[config.mk]
export PLATFORM = sky130hd
export DESIGN_NAME = sfid_decoder
export DESIGN_NICKNAME = d
export VERILOG_FILES = /design/src/rtl/sfid_decoder.v
export VERILOG_INCLUDE_DIRS = /design/src /design/src/shared
export SDC_FILE = /design/constraint.sdc
export NUM_CORES = 1
export LEC_CHECK = 0
export ABC_CLOCK_PERIOD_IN_PS = 6190
export BUFFER_PORTS_ARGS = -buffer_cell sky130_fd_sc_hd__buf_2
export CORE_MARGIN = 2
export CORE_UTILIZATION = 50
export DETAILED_ROUTE_END_ITERATION = 7
export GPL_TIMING_DRIVEN = 0
export PLACE_DENSITY = 0.67
export SLEW_MARGIN = 10
export SYNTH_ARGS = -nofsm -noshare
export SYNTH_HDL_FRONTEND = slang
export SYNTH_SLANG_ARGS = --single-unit
export TNS_END_PERCENT = 5
[constraint.sdc]
create_clock -name clk -period 6.19 [get_ports clk]
set_clock_uncertainty 0.2 [all_clocks]
set_input_delay 1.238 -clock clk [delete_from_list [all_inputs] [get_ports clk]]
set_output_delay 1.238 -clock clk [all_outputs]
set_load 0.01 [all_outputs]
[src/shared/sfid_defines.vh]
// Purpose: constants of the serial flash instruction decoder
// Assumes: single, dual and four-line framing on the serial pins
// Notes:   opcodes, widths, dummy counts and queue word kinds
// How it works
// - select falling starts a new frame
// - single line: opcode on serial_in_line, MSB first
// - four-line mode: four lines, high nibble first
// - four-line mode: every byte takes two clocks, except 92h bytes (two-line, four clocks)
// - select rising ends the frame
// - reads may end after any bit
// - writes ending mid-byte are discarded
// - busy: only status reads accepted
// - protected target erase/program ignored
// - 06h/50h/04h write-control opcodes decoded
// - 75h suspends, 7Ah resumes
// - ABh wakes; three dummies then device byte
// - 92h: two-line address, two-line identity
// - 94h: four-line address, dummies, repeating identity
// - E7h: four-line address, short dummy, data
// - 9Fh: maker, type, capacity; type per mode
// - page data wraps within 256 bytes
// - status and identity bytes repeat
// - four-line read dummies from upper parameter nibble
`ifndef SFID_DEFINES_VH
`define SFID_DEFINES_VH
// ----------------------------------------
// Opcodes
// ----------------------------------------
`define OP_WREN   8'h06
`define OP_VSRWE  8'h50
`define OP_WRDI   8'h04
`define OP_RDSR1  8'h05
`define OP_RDSR2  8'h35
`define OP_WRSR   8'h01
`define OP_PP     8'h02
`define OP_QPP    8'h32
`define OP_PSR    8'h42
`define OP_ESR    8'h44
`define OP_SE     8'h20
`define OP_BE32   8'h52
`define OP_BE64   8'hD8
`define OP_CE1    8'hC7
`define OP_CE2    8'h60
`define OP_SUSP   8'h75
`define OP_RESUME 8'h7A
`define OP_PD     8'hB9
`define OP_WAKE   8'hAB
`define OP_JID    8'h9F
`define OP_DID    8'h92
`define OP_QID    8'h94
`define OP_WQR    8'hE7
`define OP_QIOR   8'hEB
`define OP_READ   8'h03
`define OP_FAST   8'h0B
`define OP_WRAP   8'h0C
`define OP_SRP    8'hC0
`define OP_QON    8'h38
`define OP_QOFF   8'hFF
// ----------------------------------------
// Widths, counts and queue word kinds
// ----------------------------------------
`define W1        3'h1
`define W2        3'h2
`define W4        3'h4
`define BYTE_BITS 4'h8
`define N_ADDR    3'h3
`define N_ADDRM   3'h4
`define N_WAKE    3'h3
`define DUM_FAST  4'h8
`define DUM_QID   4'h4
`define DUM_WQR   4'h2
`define DUM_QIOR  4'h4
`define RP_RESET  8'h00
`define K_OPC     2'h0
`define K_BYTE    2'h1
`define K_OK      2'h2
`define K_BAD     2'h3
`define OE_W1     4'hD
`define OE_W2     4'hC
`define OE_W4     4'h0
`define OE_OFF    4'hF
`endif

[src/rtl/sfid_decoder.v]
// Purpose: instruction front end of a serial flash
// Assumes: pins sampled by clk, link clock far slower than clk
// Notes:   queue carries opcode, bytes and a commit or abort word
`include "sfid_defines.vh"

// ----------------------------------------
// Queue toward the array side
// ----------------------------------------
module sfid_fifo #(
	parameter W  = 18,
	parameter D  = 16,
	parameter AW = 4
) (
	input  wire         clk,
	input  wire         reset_n,
	input  wire         in_valid,
	output wire         in_ready,
	input  wire [W-1:0] in_data,
	output wire         out_valid,
	input  wire         out_ready,
	output wire [W-1:0] out_data
);
	reg [W-1:0] mem [0:D-1]; // Flop storage
	reg [AW-1:0] wp;         // Write index
	reg [AW-1:0] rp;         // Read index
	reg [AW:0]   cnt;        // Fill level
	wire         wr = in_valid && in_ready;
	wire         rd = out_valid && out_ready;
	assign in_ready  = (cnt != D[AW:0]);
	assign out_valid = (cnt != {(AW+1){1'b0}});
	assign out_data  = mem[rp];
	// Storage write
	always @(posedge clk) begin
		if (wr) begin
			mem[wp] <= in_data;
		end
	end
	// Pointers and level
	always @(posedge clk or negedge reset_n) begin
		if (!reset_n) begin
			wp  <= {AW{1'b0}};
			rp  <= {AW{1'b0}};
			cnt <= {(AW+1){1'b0}};
		end else begin
			if (wr) wp <= wp + 1'b1;
			if (rd) rp <= rp + 1'b1;
			cnt <= cnt + {{AW{1'b0}}, wr} - {{AW{1'b0}}, rd};
		end
	end
endmodule

// ----------------------------------------
// Decoder top
// ----------------------------------------
module sfid_decoder #(
	parameter [7:0] MAKER    = 8'h5A, // Arbitrary value
	parameter [7:0] DEVICE   = 8'h3C, // Arbitrary value
	parameter [7:0] TYPE_ONE = 8'h41, // Arbitrary value
	parameter [7:0] TYPE_FOUR= 8'h42, // Arbitrary value
	parameter [7:0] CAPACITY = 8'h24, // Arbitrary value
	parameter       DEPTH    = 16
) (
	input  wire        clk,
	input  wire        reset_n,
	input  wire        cs_n,
	input  wire        sck,
	input  wire [3:0]  io_in,
	output reg  [3:0]  io_out,
	output reg  [3:0]  io_oe_n,
	input  wire        busy,
	input  wire        addr_protected,
	input  wire [7:0]  status_low_byte,
	input  wire [7:0]  status_high_byte,
	input  wire [7:0]  rd_data,
	output reg  [23:0] cmd_addr,
	output reg  [23:0] rd_addr,
	output reg  [7:0]  continuous_mode_bits,
	output reg  [7:0]  read_parameter_byte,
	output reg         wel,
	output reg         vol_sr_en,
	output reg         power_down,
	output reg         four_line_command_mode,
	output reg         suspend_pulse,
	output reg         resume_pulse,
	output wire        q_valid,
	input  wire        q_ready,
	output wire [17:0] q_data
);
	localparam [5:0] S_IDLE = 6'h01, S_CMD = 6'h02, S_ADDR = 6'h04;
	localparam [5:0] S_DUM  = 6'h08, S_OUT = 6'h10, S_IGN  = 6'h20;
	// ----------------------------------------
	// Pin synchronisers and edges
	// ----------------------------------------
	reg  [5:0] sy1, sy2;        // Two-stage sync
	reg        sck_d, cs_d;     // Previous levels
	wire       cs_l  = sy2[5];
	wire [3:0] io_s  = sy2[3:0];
	wire       rise  = sy2[4] & ~sck_d & ~cs_l;
	wire       fall  = ~sy2[4] & sck_d & ~cs_l;
	wire       cs_fl = ~cs_l & cs_d;
	wire       cs_rs = cs_l & ~cs_d;
	// ----------------------------------------
	// Frame state
	// ----------------------------------------
	reg [5:0]  state;
	reg [7:0]  op, ish, osh, obyte, dcol;
	reg [3:0]  icnt, ocnt, dcnt, dum;
	reg [2:0]  bidx, nin, aw, dw, ow;
	reg [1:0]  jidx;            // Identity triple index
	reg        pay, wr, prot, bad, dseen;
	reg        push_v, push_end;
	reg [17:0] push_w;
	reg        pend;            // End word waiting
	reg [1:0]  pend_k;
	wire       q_in_ready;
	// Lines per bit time while shifting in
	wire [2:0] aq   = four_line_command_mode ? `W4 : `W1;
	wire [2:0] w_in = (state == S_CMD) ? aq : ((bidx < nin) ? aw : dw);
	wire [3:0] icnt_n = icnt + {1'b0, w_in};
	wire       bdone  = (icnt_n == `BYTE_BITS);
	wire [7:0] nsh = (w_in == `W4) ? {ish[3:0], io_s} :
		(w_in == `W2) ? {ish[5:0], io_s[1:0]} : {ish[6:0], io_s[0]};
	// ----------------------------------------
	// Opcode decode
	// ----------------------------------------
	reg [2:0] d_nin, d_aw, d_dw, d_ow;
	reg [3:0] d_dum;
	reg       d_pay, d_wr, d_prot, d_ok;
	always @* begin
		d_nin = 3'h0; d_aw = aq; d_dw = aq; d_ow = 3'h0; d_dum = 4'h0;
		d_pay = 1'b0; d_wr = 1'b0; d_prot = 1'b0; d_ok = 1'b1;
		case (nsh)
			`OP_WREN, `OP_VSRWE, `OP_WRDI, `OP_SUSP, `OP_RESUME,
			`OP_PD, `OP_QON, `OP_QOFF: d_ok = 1'b1;
			`OP_RDSR1, `OP_RDSR2: d_ow = aq;
			`OP_WRSR: begin
				d_pay = 1'b1;
				d_wr  = 1'b1;
			end
			`OP_SRP: d_pay = 1'b1;
			`OP_PP, `OP_PSR, `OP_QPP: begin
				d_nin = `N_ADDR; d_pay = 1'b1; d_wr = 1'b1; d_prot = 1'b1;
				if (nsh == `OP_QPP) d_dw = `W4;
			end
			`OP_SE, `OP_BE32, `OP_BE64, `OP_ESR: begin
				d_nin = `N_ADDR; d_wr = 1'b1; d_prot = 1'b1;
			end
			`OP_CE1, `OP_CE2: begin
				d_wr = 1'b1; d_prot = 1'b1;
			end
			`OP_WAKE: begin
				d_nin = `N_WAKE; d_ow = aq;
			end
			`OP_JID: d_ow = aq;
			`OP_DID: begin
				d_nin = `N_ADDRM; d_aw = `W2; d_ow = `W2;
			end
			`OP_QID: begin
				d_nin = `N_ADDRM; d_aw = `W4; d_ow = `W4; d_dum = `DUM_QID;
			end
			`OP_WQR, `OP_QIOR: begin
				d_nin = `N_ADDRM; d_aw = `W4; d_ow = `W4;
				d_dum = (nsh == `OP_WQR) ? `DUM_WQR : `DUM_QIOR;
				if (four_line_command_mode) d_dum = read_parameter_byte[7:4];
			end
			`OP_READ: begin
				d_nin = `N_ADDR; d_ow = aq;
			end
			`OP_FAST, `OP_WRAP: begin
				d_nin = `N_ADDR; d_ow = aq;
				d_dum = four_line_command_mode ? read_parameter_byte[7:4] : `DUM_FAST;
				if (!four_line_command_mode && nsh == `OP_WRAP) d_ok = 1'b0;
			end
			default: d_ok = 1'b0;
		endcase
	end
	// Byte to send next
	reg [7:0] nb;
	always @* begin
		case (op)
			`OP_JID: nb = (jidx == 2'h0) ? MAKER : (jidx == 2'h1) ?
				(four_line_command_mode ? TYPE_FOUR : TYPE_ONE) : CAPACITY;
			`OP_WAKE: nb = DEVICE;
			`OP_DID, `OP_QID: nb = obyte[0] ? DEVICE : MAKER;
			`OP_RDSR1: nb = status_low_byte;
			`OP_RDSR2: nb = status_high_byte;
			default: nb = rd_data;
		endcase
	end
	// End-of-frame verdict for write types
	wire end_ok = (icnt == 4'h0) && !bad && wel && (bidx >= nin) &&
		!(prot && addr_protected) && (!pay || dseen || op == `OP_WRSR);
	// ----------------------------------------
	// Sequencer
	// ----------------------------------------
	always @(posedge clk or negedge reset_n) begin
		if (!reset_n) begin
			sy1 <= 6'h30; sy2 <= 6'h30; sck_d <= 1'b1; cs_d <= 1'b1;
			state <= S_IDLE; op <= 8'h00; ish <= 8'h00; osh <= 8'h00;
			obyte <= 8'h00; dcol <= 8'h00; icnt <= 4'h0; ocnt <= 4'h0;
			dcnt <= 4'h0; dum <= 4'h0; bidx <= 3'h0; nin <= 3'h0;
			aw <= `W1; dw <= `W1; ow <= 3'h0; jidx <= 2'h0;
			pay <= 1'b0; wr <= 1'b0; prot <= 1'b0; bad <= 1'b0;
			dseen <= 1'b0; push_v <= 1'b0; push_end <= 1'b0;
			push_w <= 18'h00000; pend <= 1'b0; pend_k <= `K_OK;
			io_out <= 4'h0; io_oe_n <= `OE_OFF; cmd_addr <= 24'h000000;
			rd_addr <= 24'h000000; continuous_mode_bits <= 8'h00;
			read_parameter_byte <= `RP_RESET; wel <= 1'b0; vol_sr_en <= 1'b0;
			power_down <= 1'b0; four_line_command_mode <= 1'b0;
			suspend_pulse <= 1'b0; resume_pulse <= 1'b0;
		end else begin
			sy1 <= {cs_n, sck, io_in};
			sy2 <= sy1;
			sck_d <= sy2[4];
			cs_d <= cs_l;
			suspend_pulse <= 1'b0;
			resume_pulse <= 1'b0;
			// Queue handshake; a lost byte spoils the frame
			if (push_v && q_in_ready) begin
				push_v <= 1'b0;
			end else if (push_v && !push_end) begin
				push_v <= 1'b0;
				bad <= 1'b1;
			end else if (!push_v && pend) begin
				push_v <= 1'b1; push_end <= 1'b1; pend <= 1'b0;
				push_w <= {pend_k, op, 8'h00};
			end
			if (cs_fl) begin
				state <= S_CMD; icnt <= 4'h0; bidx <= 3'h0; bad <= 1'b0;
				dseen <= 1'b0; wr <= 1'b0; dcnt <= 4'h0; ocnt <= 4'h0;
				obyte <= 8'h00; jidx <= 2'h0; ish <= 8'h00;
			end else if (cs_rs) begin
				state <= S_IDLE;
				io_oe_n <= `OE_OFF;
				if (wr) begin
					pend <= 1'b1;
					pend_k <= end_ok ? `K_OK : `K_BAD;
				end
			end else if (rise && (state == S_CMD || state == S_ADDR)) begin
				ish <= nsh;
				icnt <= bdone ? 4'h0 : icnt_n;
				if (bdone && state == S_CMD) begin
					op <= nsh; nin <= d_nin; aw <= d_aw; dw <= d_dw; ow <= d_ow;
					dum <= d_dum; pay <= d_pay; wr <= 1'b0; prot <= d_prot;
					if (!d_ok || (busy && nsh != `OP_RDSR1 && nsh != `OP_RDSR2) ||
						(power_down && nsh != `OP_WAKE)) begin
						state <= S_IGN;
					end else begin
						state <= (d_nin == 3'h0 && d_ow != 3'h0) ? S_OUT : S_ADDR;
						wr <= d_wr;
						if (d_wr) begin
							push_v <= 1'b1; push_end <= 1'b0;
							push_w <= {`K_OPC, nsh, 8'h00};
						end
						case (nsh)
							`OP_WREN:   wel <= 1'b1;
							`OP_WRDI:   wel <= 1'b0;
							`OP_VSRWE:  vol_sr_en <= 1'b1;
							`OP_SUSP:   suspend_pulse <= 1'b1;
							`OP_RESUME: resume_pulse <= 1'b1;
							`OP_PD:     power_down <= 1'b1;
							`OP_WAKE:   power_down <= 1'b0;
							`OP_QON:    four_line_command_mode <= 1'b1;
							`OP_QOFF:   four_line_command_mode <= 1'b0;
							default:    wel <= wel;
						endcase
					end
				end else if (bdone) begin
					if (bidx < nin) begin
						bidx <= bidx + 3'h1;
						if (bidx < `N_ADDR) cmd_addr <= {cmd_addr[15:0], nsh};
						else continuous_mode_bits <= nsh;
						if (bidx == `N_ADDR - 3'h1) dcol <= nsh;
						if (bidx == `N_ADDR - 3'h1) rd_addr <= {cmd_addr[15:0], nsh};
						if (wr) begin
							push_v <= 1'b1; push_end <= 1'b0;
							push_w <= {`K_BYTE, {5'h00, bidx}, nsh};
						end
						if (bidx + 3'h1 == nin && ow != 3'h0) begin
							state <= (dum != 4'h0) ? S_DUM : S_OUT;
						end
					end else if (pay) begin
						dseen <= 1'b1;
						dcol <= dcol + 8'h01;
						if (op == `OP_SRP) read_parameter_byte <= nsh;
						if (wr) begin
							push_v <= 1'b1; push_end <= 1'b0;
							push_w <= {`K_BYTE, dcol, nsh};
						end
					end
				end
			end else if (rise && state == S_DUM) begin
				dcnt <= dcnt + 4'h1;
				if (dcnt + 4'h1 == dum) state <= S_OUT;
			end else if (fall && state == S_OUT) begin
				if (ocnt == 4'h0) begin
					obyte <= obyte + 8'h01;
					jidx <= (jidx == 2'h2) ? 2'h0 : jidx + 2'h1;
					if (op != `OP_JID && op != `OP_WAKE && op != `OP_DID &&
						op != `OP_QID && op != `OP_RDSR1 && op != `OP_RDSR2) begin
						rd_addr <= rd_addr + 24'h000001;
					end
				end
				osh <= ((ocnt == 4'h0) ? nb : osh) << ow;
				ocnt <= (ocnt + {1'b0, ow} == `BYTE_BITS) ? 4'h0 : ocnt + {1'b0, ow};
				if (ow == `W4) begin
					io_out <= ((ocnt == 4'h0) ? nb[7:4] : osh[7:4]);
					io_oe_n <= `OE_W4;
				end else if (ow == `W2) begin
					io_out <= {2'h0, ((ocnt == 4'h0) ? nb[7:6] : osh[7:6])};
					io_oe_n <= `OE_W2;
				end else begin
					io_out <= {2'h0, ((ocnt == 4'h0) ? nb[7] : osh[7]), 1'b0};
					io_oe_n <= `OE_W1;
				end
			end
		end
	end
	// ----------------------------------------
	// Queue instance
	// ----------------------------------------
	sfid_fifo #(.W(18), .D(DEPTH), .AW(4)) u_q (
		.clk      (clk),
		.reset_n  (reset_n),
		.in_valid (push_v),
		.in_ready (q_in_ready),
		.in_data  (push_w),
		.out_valid(q_valid),
		.out_ready(q_ready),
		.out_data (q_data)
	);
endmodule

==> flow_summary.json <==
{
  "status": "complete, no violations",
  "floorplan.initialDensity": 0.509,
  "storage_element_area_sq_um": 13700,
  "clock_latency_ns": 0.61,
  "cellLeakagePower_nw": 10.1,
  "design.final.nets": 2029,
  "area_growth_syn_to_layout_pct": 15.1,
  "final_min_period_over_clock_period": 0.986,
  "die-height_microns": 217,
  "post_route_drc": 0,
  "worstRegToRegCells": 18,
  "startpoint_type": "flip-flop",
  "route.final.wire_length_mm": 63.6,
  "worst_hold_path.num_cells": 0,
  "synth_top_cells_by_area": "sky130_fd_sc_hd__edfxtp_1 (38%), sky130_fd_sc_hd__dfrtp_1 (21%), sky130_fd_sc_hd__mux4_2 (9.0%)",
  "critical_path_cell_count": 18,
  "finalHoldViolations": 0,
  "buf_inv_stages_crit_path": 5,
  "synth_xor_area_frac": 0.00929,
  "syn_inst": 1766,
  "adder_cell_share_of_the_synthesized_area": 0.0176,
  "grt_antenna_before_repair": 0,
  "cellPowerDensity_nw_per_um2": 334,
  "dpl-instance-area_sq_um": 24300,
  "die_area_sq_um": 47000,
  "n_antenna_cell": 0,
  "cts_tree": "built",
  "ctsHtreeMaxLevel": 2,
  "setup.worst_path.end_class": "flip-flop",
  "synth_seq_cells": 488,
  "antenna_left": 0,
  "synth_compound_gate_area_share": 0.108,
  "ctsRootBufferMaster": "sky130_fd_sc_hd__clkbuf_16",
  "core_region_area_sq_um": 44400,
  "ratio_of_cells_with_drive_above_1_in_the_final_layout": 0.207,
  "cts.path.max_buffers": 3,
  "slowest_stage": "sky130_fd_sc_hd__nor4b_2",
  "synth_edf_count": 288,
  "syn_area_sq_um": 22600,
  "clkTransAtPathRegs_ns": 0.07,
  "worstMarginPinSlew_ns": 1.36,
  "post_drt_wl_per_cell_microns": 24.5,
  "timing.critical_path.required_ns": 6.47,
  "gr-usage-all-layers": 0.272,
  "dp_hpwl_mm": 44.0,
  "asyncSetResetFlopFracSynth": 0.410,
  "crit_path_max_incr_delay_ns": 0.51,
  "crit_type": "reg2reg",
  "viasPerCell": 6.19,
  "synth.area.mux_share": 0.125,
  "totalPowerFinal_mw": 8.70,
  "synth_unique_cells": 89,
  "cts-buffers-inserted": 50,
  "synth_flop_cell": "sky130_fd_sc_hd__edfxtp_1",
  "place_congestion": 0.935,
  "cts_num_sinks": 488,
  "main_combinational_cell_family_by_area_after_synthesis": "multiplexers",
  "drtPass1Iterations": 7,
  "fmax_mhz": 164,
  "ctsHoldBuffers": 0,
  "peakVddDrop_uv": 250,
  "finalCriticalPeriod_ns": 6.10,
  "multiInputGateArea_sq_um": 8410,
  "placementRows": 77,
  "path_cells": "ha_1 -> nor2_1 -> a21o_1 -> clkbuf_1 -> clkbuf_1 -> clkbuf_2 -> a21oi_1 -> o21bai_1 -> ha_1 -> a21oi_1 -> xor2_1 -> nor4b_2 -> clkbuf_2 -> and3_1 -> clkbuf_1 -> nand2_1 -> nor4_1 -> mux2_2",
  "final.setup.tns_ns": 0,
  "number_of_violations_of_the_max_capacitance_limit": 0,
  "yosysSeqAreaShare": 0.604,
  "first_global_vias": 15900,
  "die-width_microns": 217,
  "timing_max_transition_violations_final": 0,
  "yosys_warnings": 0,
  "yosys.area.top_type_share": 0.382,
  "grt_setup_unrepaired": "true",
  "grt_first_pass_wirelength_mm": 96.7,
  "post_route_design_area_sq_um": 26000,
  "cp_top_family": "buffers and inverters",
  "pin_count_of_the_biggest_net_entering_global_routing": 105,
  "relSlewSlack": 0.0920,
  "synth.net_count": 1831,
  "crit_path_max_fanout": 10,
  "hold_ws_ns": 0.148,
  "timing.critical_path.arrival_ns": 6.38,
  "grt_remaining_overflow": 0,
  "final.fill_count": 3548,
  "place.port_buffers": 131,
  "simple_logic_cell_fraction_of_the_synthesized_area": 0.108,
  "dr.first_iter.drc_count": 1586,
  "top_level_ports": 132,
  "postCtsSetupRepairBufs": 0,
  "postSynthAreaPerCell_sq_um": 12.8,
  "timing.hold.worst.class": "reg2reg",
  "synth_area_leader_cell": "sky130_fd_sc_hd__edfxtp_1",
  "setup-violations-final": 0,
  "num_vias": 16100,
  "cpMostUsedCell": "sky130_fd_sc_hd__clkbuf_1"
}
-- registers in the layout (all words and copies together) (netlist names), 5 cells and up --
register and flops:
state 6, read_parameter_byte 8, u_q.cnt 5, sy2 6, osh 8, op 8
sy1 6, push_w 18, u_q.mem 288, dcol 8, cmd_addr 24, continuous_mode_bits 8
rd_addr 24, ish 7
-- cell usage in the layout (no fill, tap or decap), types with 9 or more instances in the layout --
cell	netlist	routed
sky130_fd_sc_hd__clkbuf_16	0	51
sky130_fd_sc_hd__a21o_1	11	11
sky130_fd_sc_hd__xnor2_1	16	16
sky130_fd_sc_hd__a21oi_1	108	105
sky130_fd_sc_hd__nand3_1	46	46
sky130_fd_sc_hd__dfstp_2	12	12
sky130_fd_sc_hd__a31oi_1	15	15
sky130_fd_sc_hd__nor2_1	83	79
sky130_fd_sc_hd__mux2i_1	33	32
sky130_fd_sc_hd__o31ai_1	11	11
sky130_fd_sc_hd__nor3_1	41	37
sky130_fd_sc_hd__buf_1	14	11
sky130_fd_sc_hd__and3_1	17	17
sky130_fd_sc_hd__o22ai_1	24	24
sky130_fd_sc_hd__nand2_1	193	193
sky130_fd_sc_hd__inv_1	47	47
sky130_fd_sc_hd__nand2b_1	13	13
sky130_fd_sc_hd__ha_1	27	27
sky130_fd_sc_hd__and2_1	21	19
sky130_fd_sc_hd__mux2_2	38	38
sky130_fd_sc_hd__a22oi_1	9	9
sky130_fd_sc_hd__o21ai_0	130	130
sky130_fd_sc_hd__dfrtp_1	188	188
sky130_fd_sc_hd__or3_1	9	9
sky130_fd_sc_hd__o211ai_1	11	11
sky130_fd_sc_hd__buf_2	6	138
sky130_fd_sc_hd__nand4_1	24	24
sky130_fd_sc_hd__edfxtp_1	288	288
sky130_fd_sc_hd__mux4_2	90	90
sky130_fd_sc_hd__buf_6	4	14
sky130_fd_sc_hd__clkbuf_1	79	93
sky130_fd_sc_hd__nor2b_1	16	16
-- where the power goes --
part / switching (mW) / internal (mW) / leakage [nW]
clock network: 1.29 / 1.84 / 0.826
logic: 0.955 / 0.847 / 3.98
registers: 0.148 / 3.62 / 5.34
total: 2.40 / 6.31 / 10.1
-- cell families after synthesis --
| family | count (synthesis) |
|---|---|
| adders and majority gates | 30 |
| DFF | 488 |
| xor gates and xnor gates | 24 |
| muxes | 165 |
| AOI/OAI and AO/OA | 399 |
| buffers and inverters | 153 |
| and+or+nand+nor | 507 |
-- layer usage --
layer	vias to the layer above	routed length (microns)	GRT usage
met5	-	0	0
met2	645	32000	0.465
met1	8213	25700	0.360
li1	7114	-	-
met3	119	4000	0.0403
met4	0	1940	0.0861
-- stage by stage --
step                worst slack, ns  utilization  instances
finish                       0.0886        0.586       2598
global route                 -0.117        0.586       2598
floorplan                      1.41            -       1766
detailed placement           -0.439        0.547       2504
CTS                         0.00338        0.586       2598
global placement             -0.411        0.541       2489
-- cell type report --
type / count / share of cell area
buffer: 104 / 0.0170
clock buffer: 78 / 0.0560
multi-input combinational: 1125 / 0.323
timing repair buffer: 146 / 0.0333
inverter: 49 / 0.00706
clock inverter: 16 / 0.0103
tap: 592 / 0.0285
sequential: 488 / 0.525
-- worst paths after layout --
check,startpoint,endpoint,slack (ns)
max,bidx[2],wel,0.09
max in group asynchronous,reset_n,continuous_mode_bits[4],4.31
min,sy1[3],sy2[3],0.15
min in group asynchronous,reset_n,osh[5],0.46
max reg2reg,bidx[2],wel,0.09
min reg2reg,sy1[3],sy2[3],0.15
-- cells in the mapped netlist (all sizes together) (12+ instances only) --
library cell	n
edfxtp	288
nand2	193
dfrtp	188
o21ai	134
a21oi	109
mux4	90
nor2	83
clkbuf	79
inv	47
nand3	46
mux2	42
nor3	41
mux2i	33
ha	27
buf	25
nand4	24
o22ai	24
and2	23
and3	17
nor2b	16
xnor2	16
a31oi	15
nand2b	13
o31ai	13
dfstp	12
o211ai	12
-- repair_timing --
action | in CTS | in global routing
resized for setup | 4 | 9
endpoints found under the setup margin | 41 | 74
endpoints found under the hold margin | 0 | 0
Power figures use the tool's default switching activity.
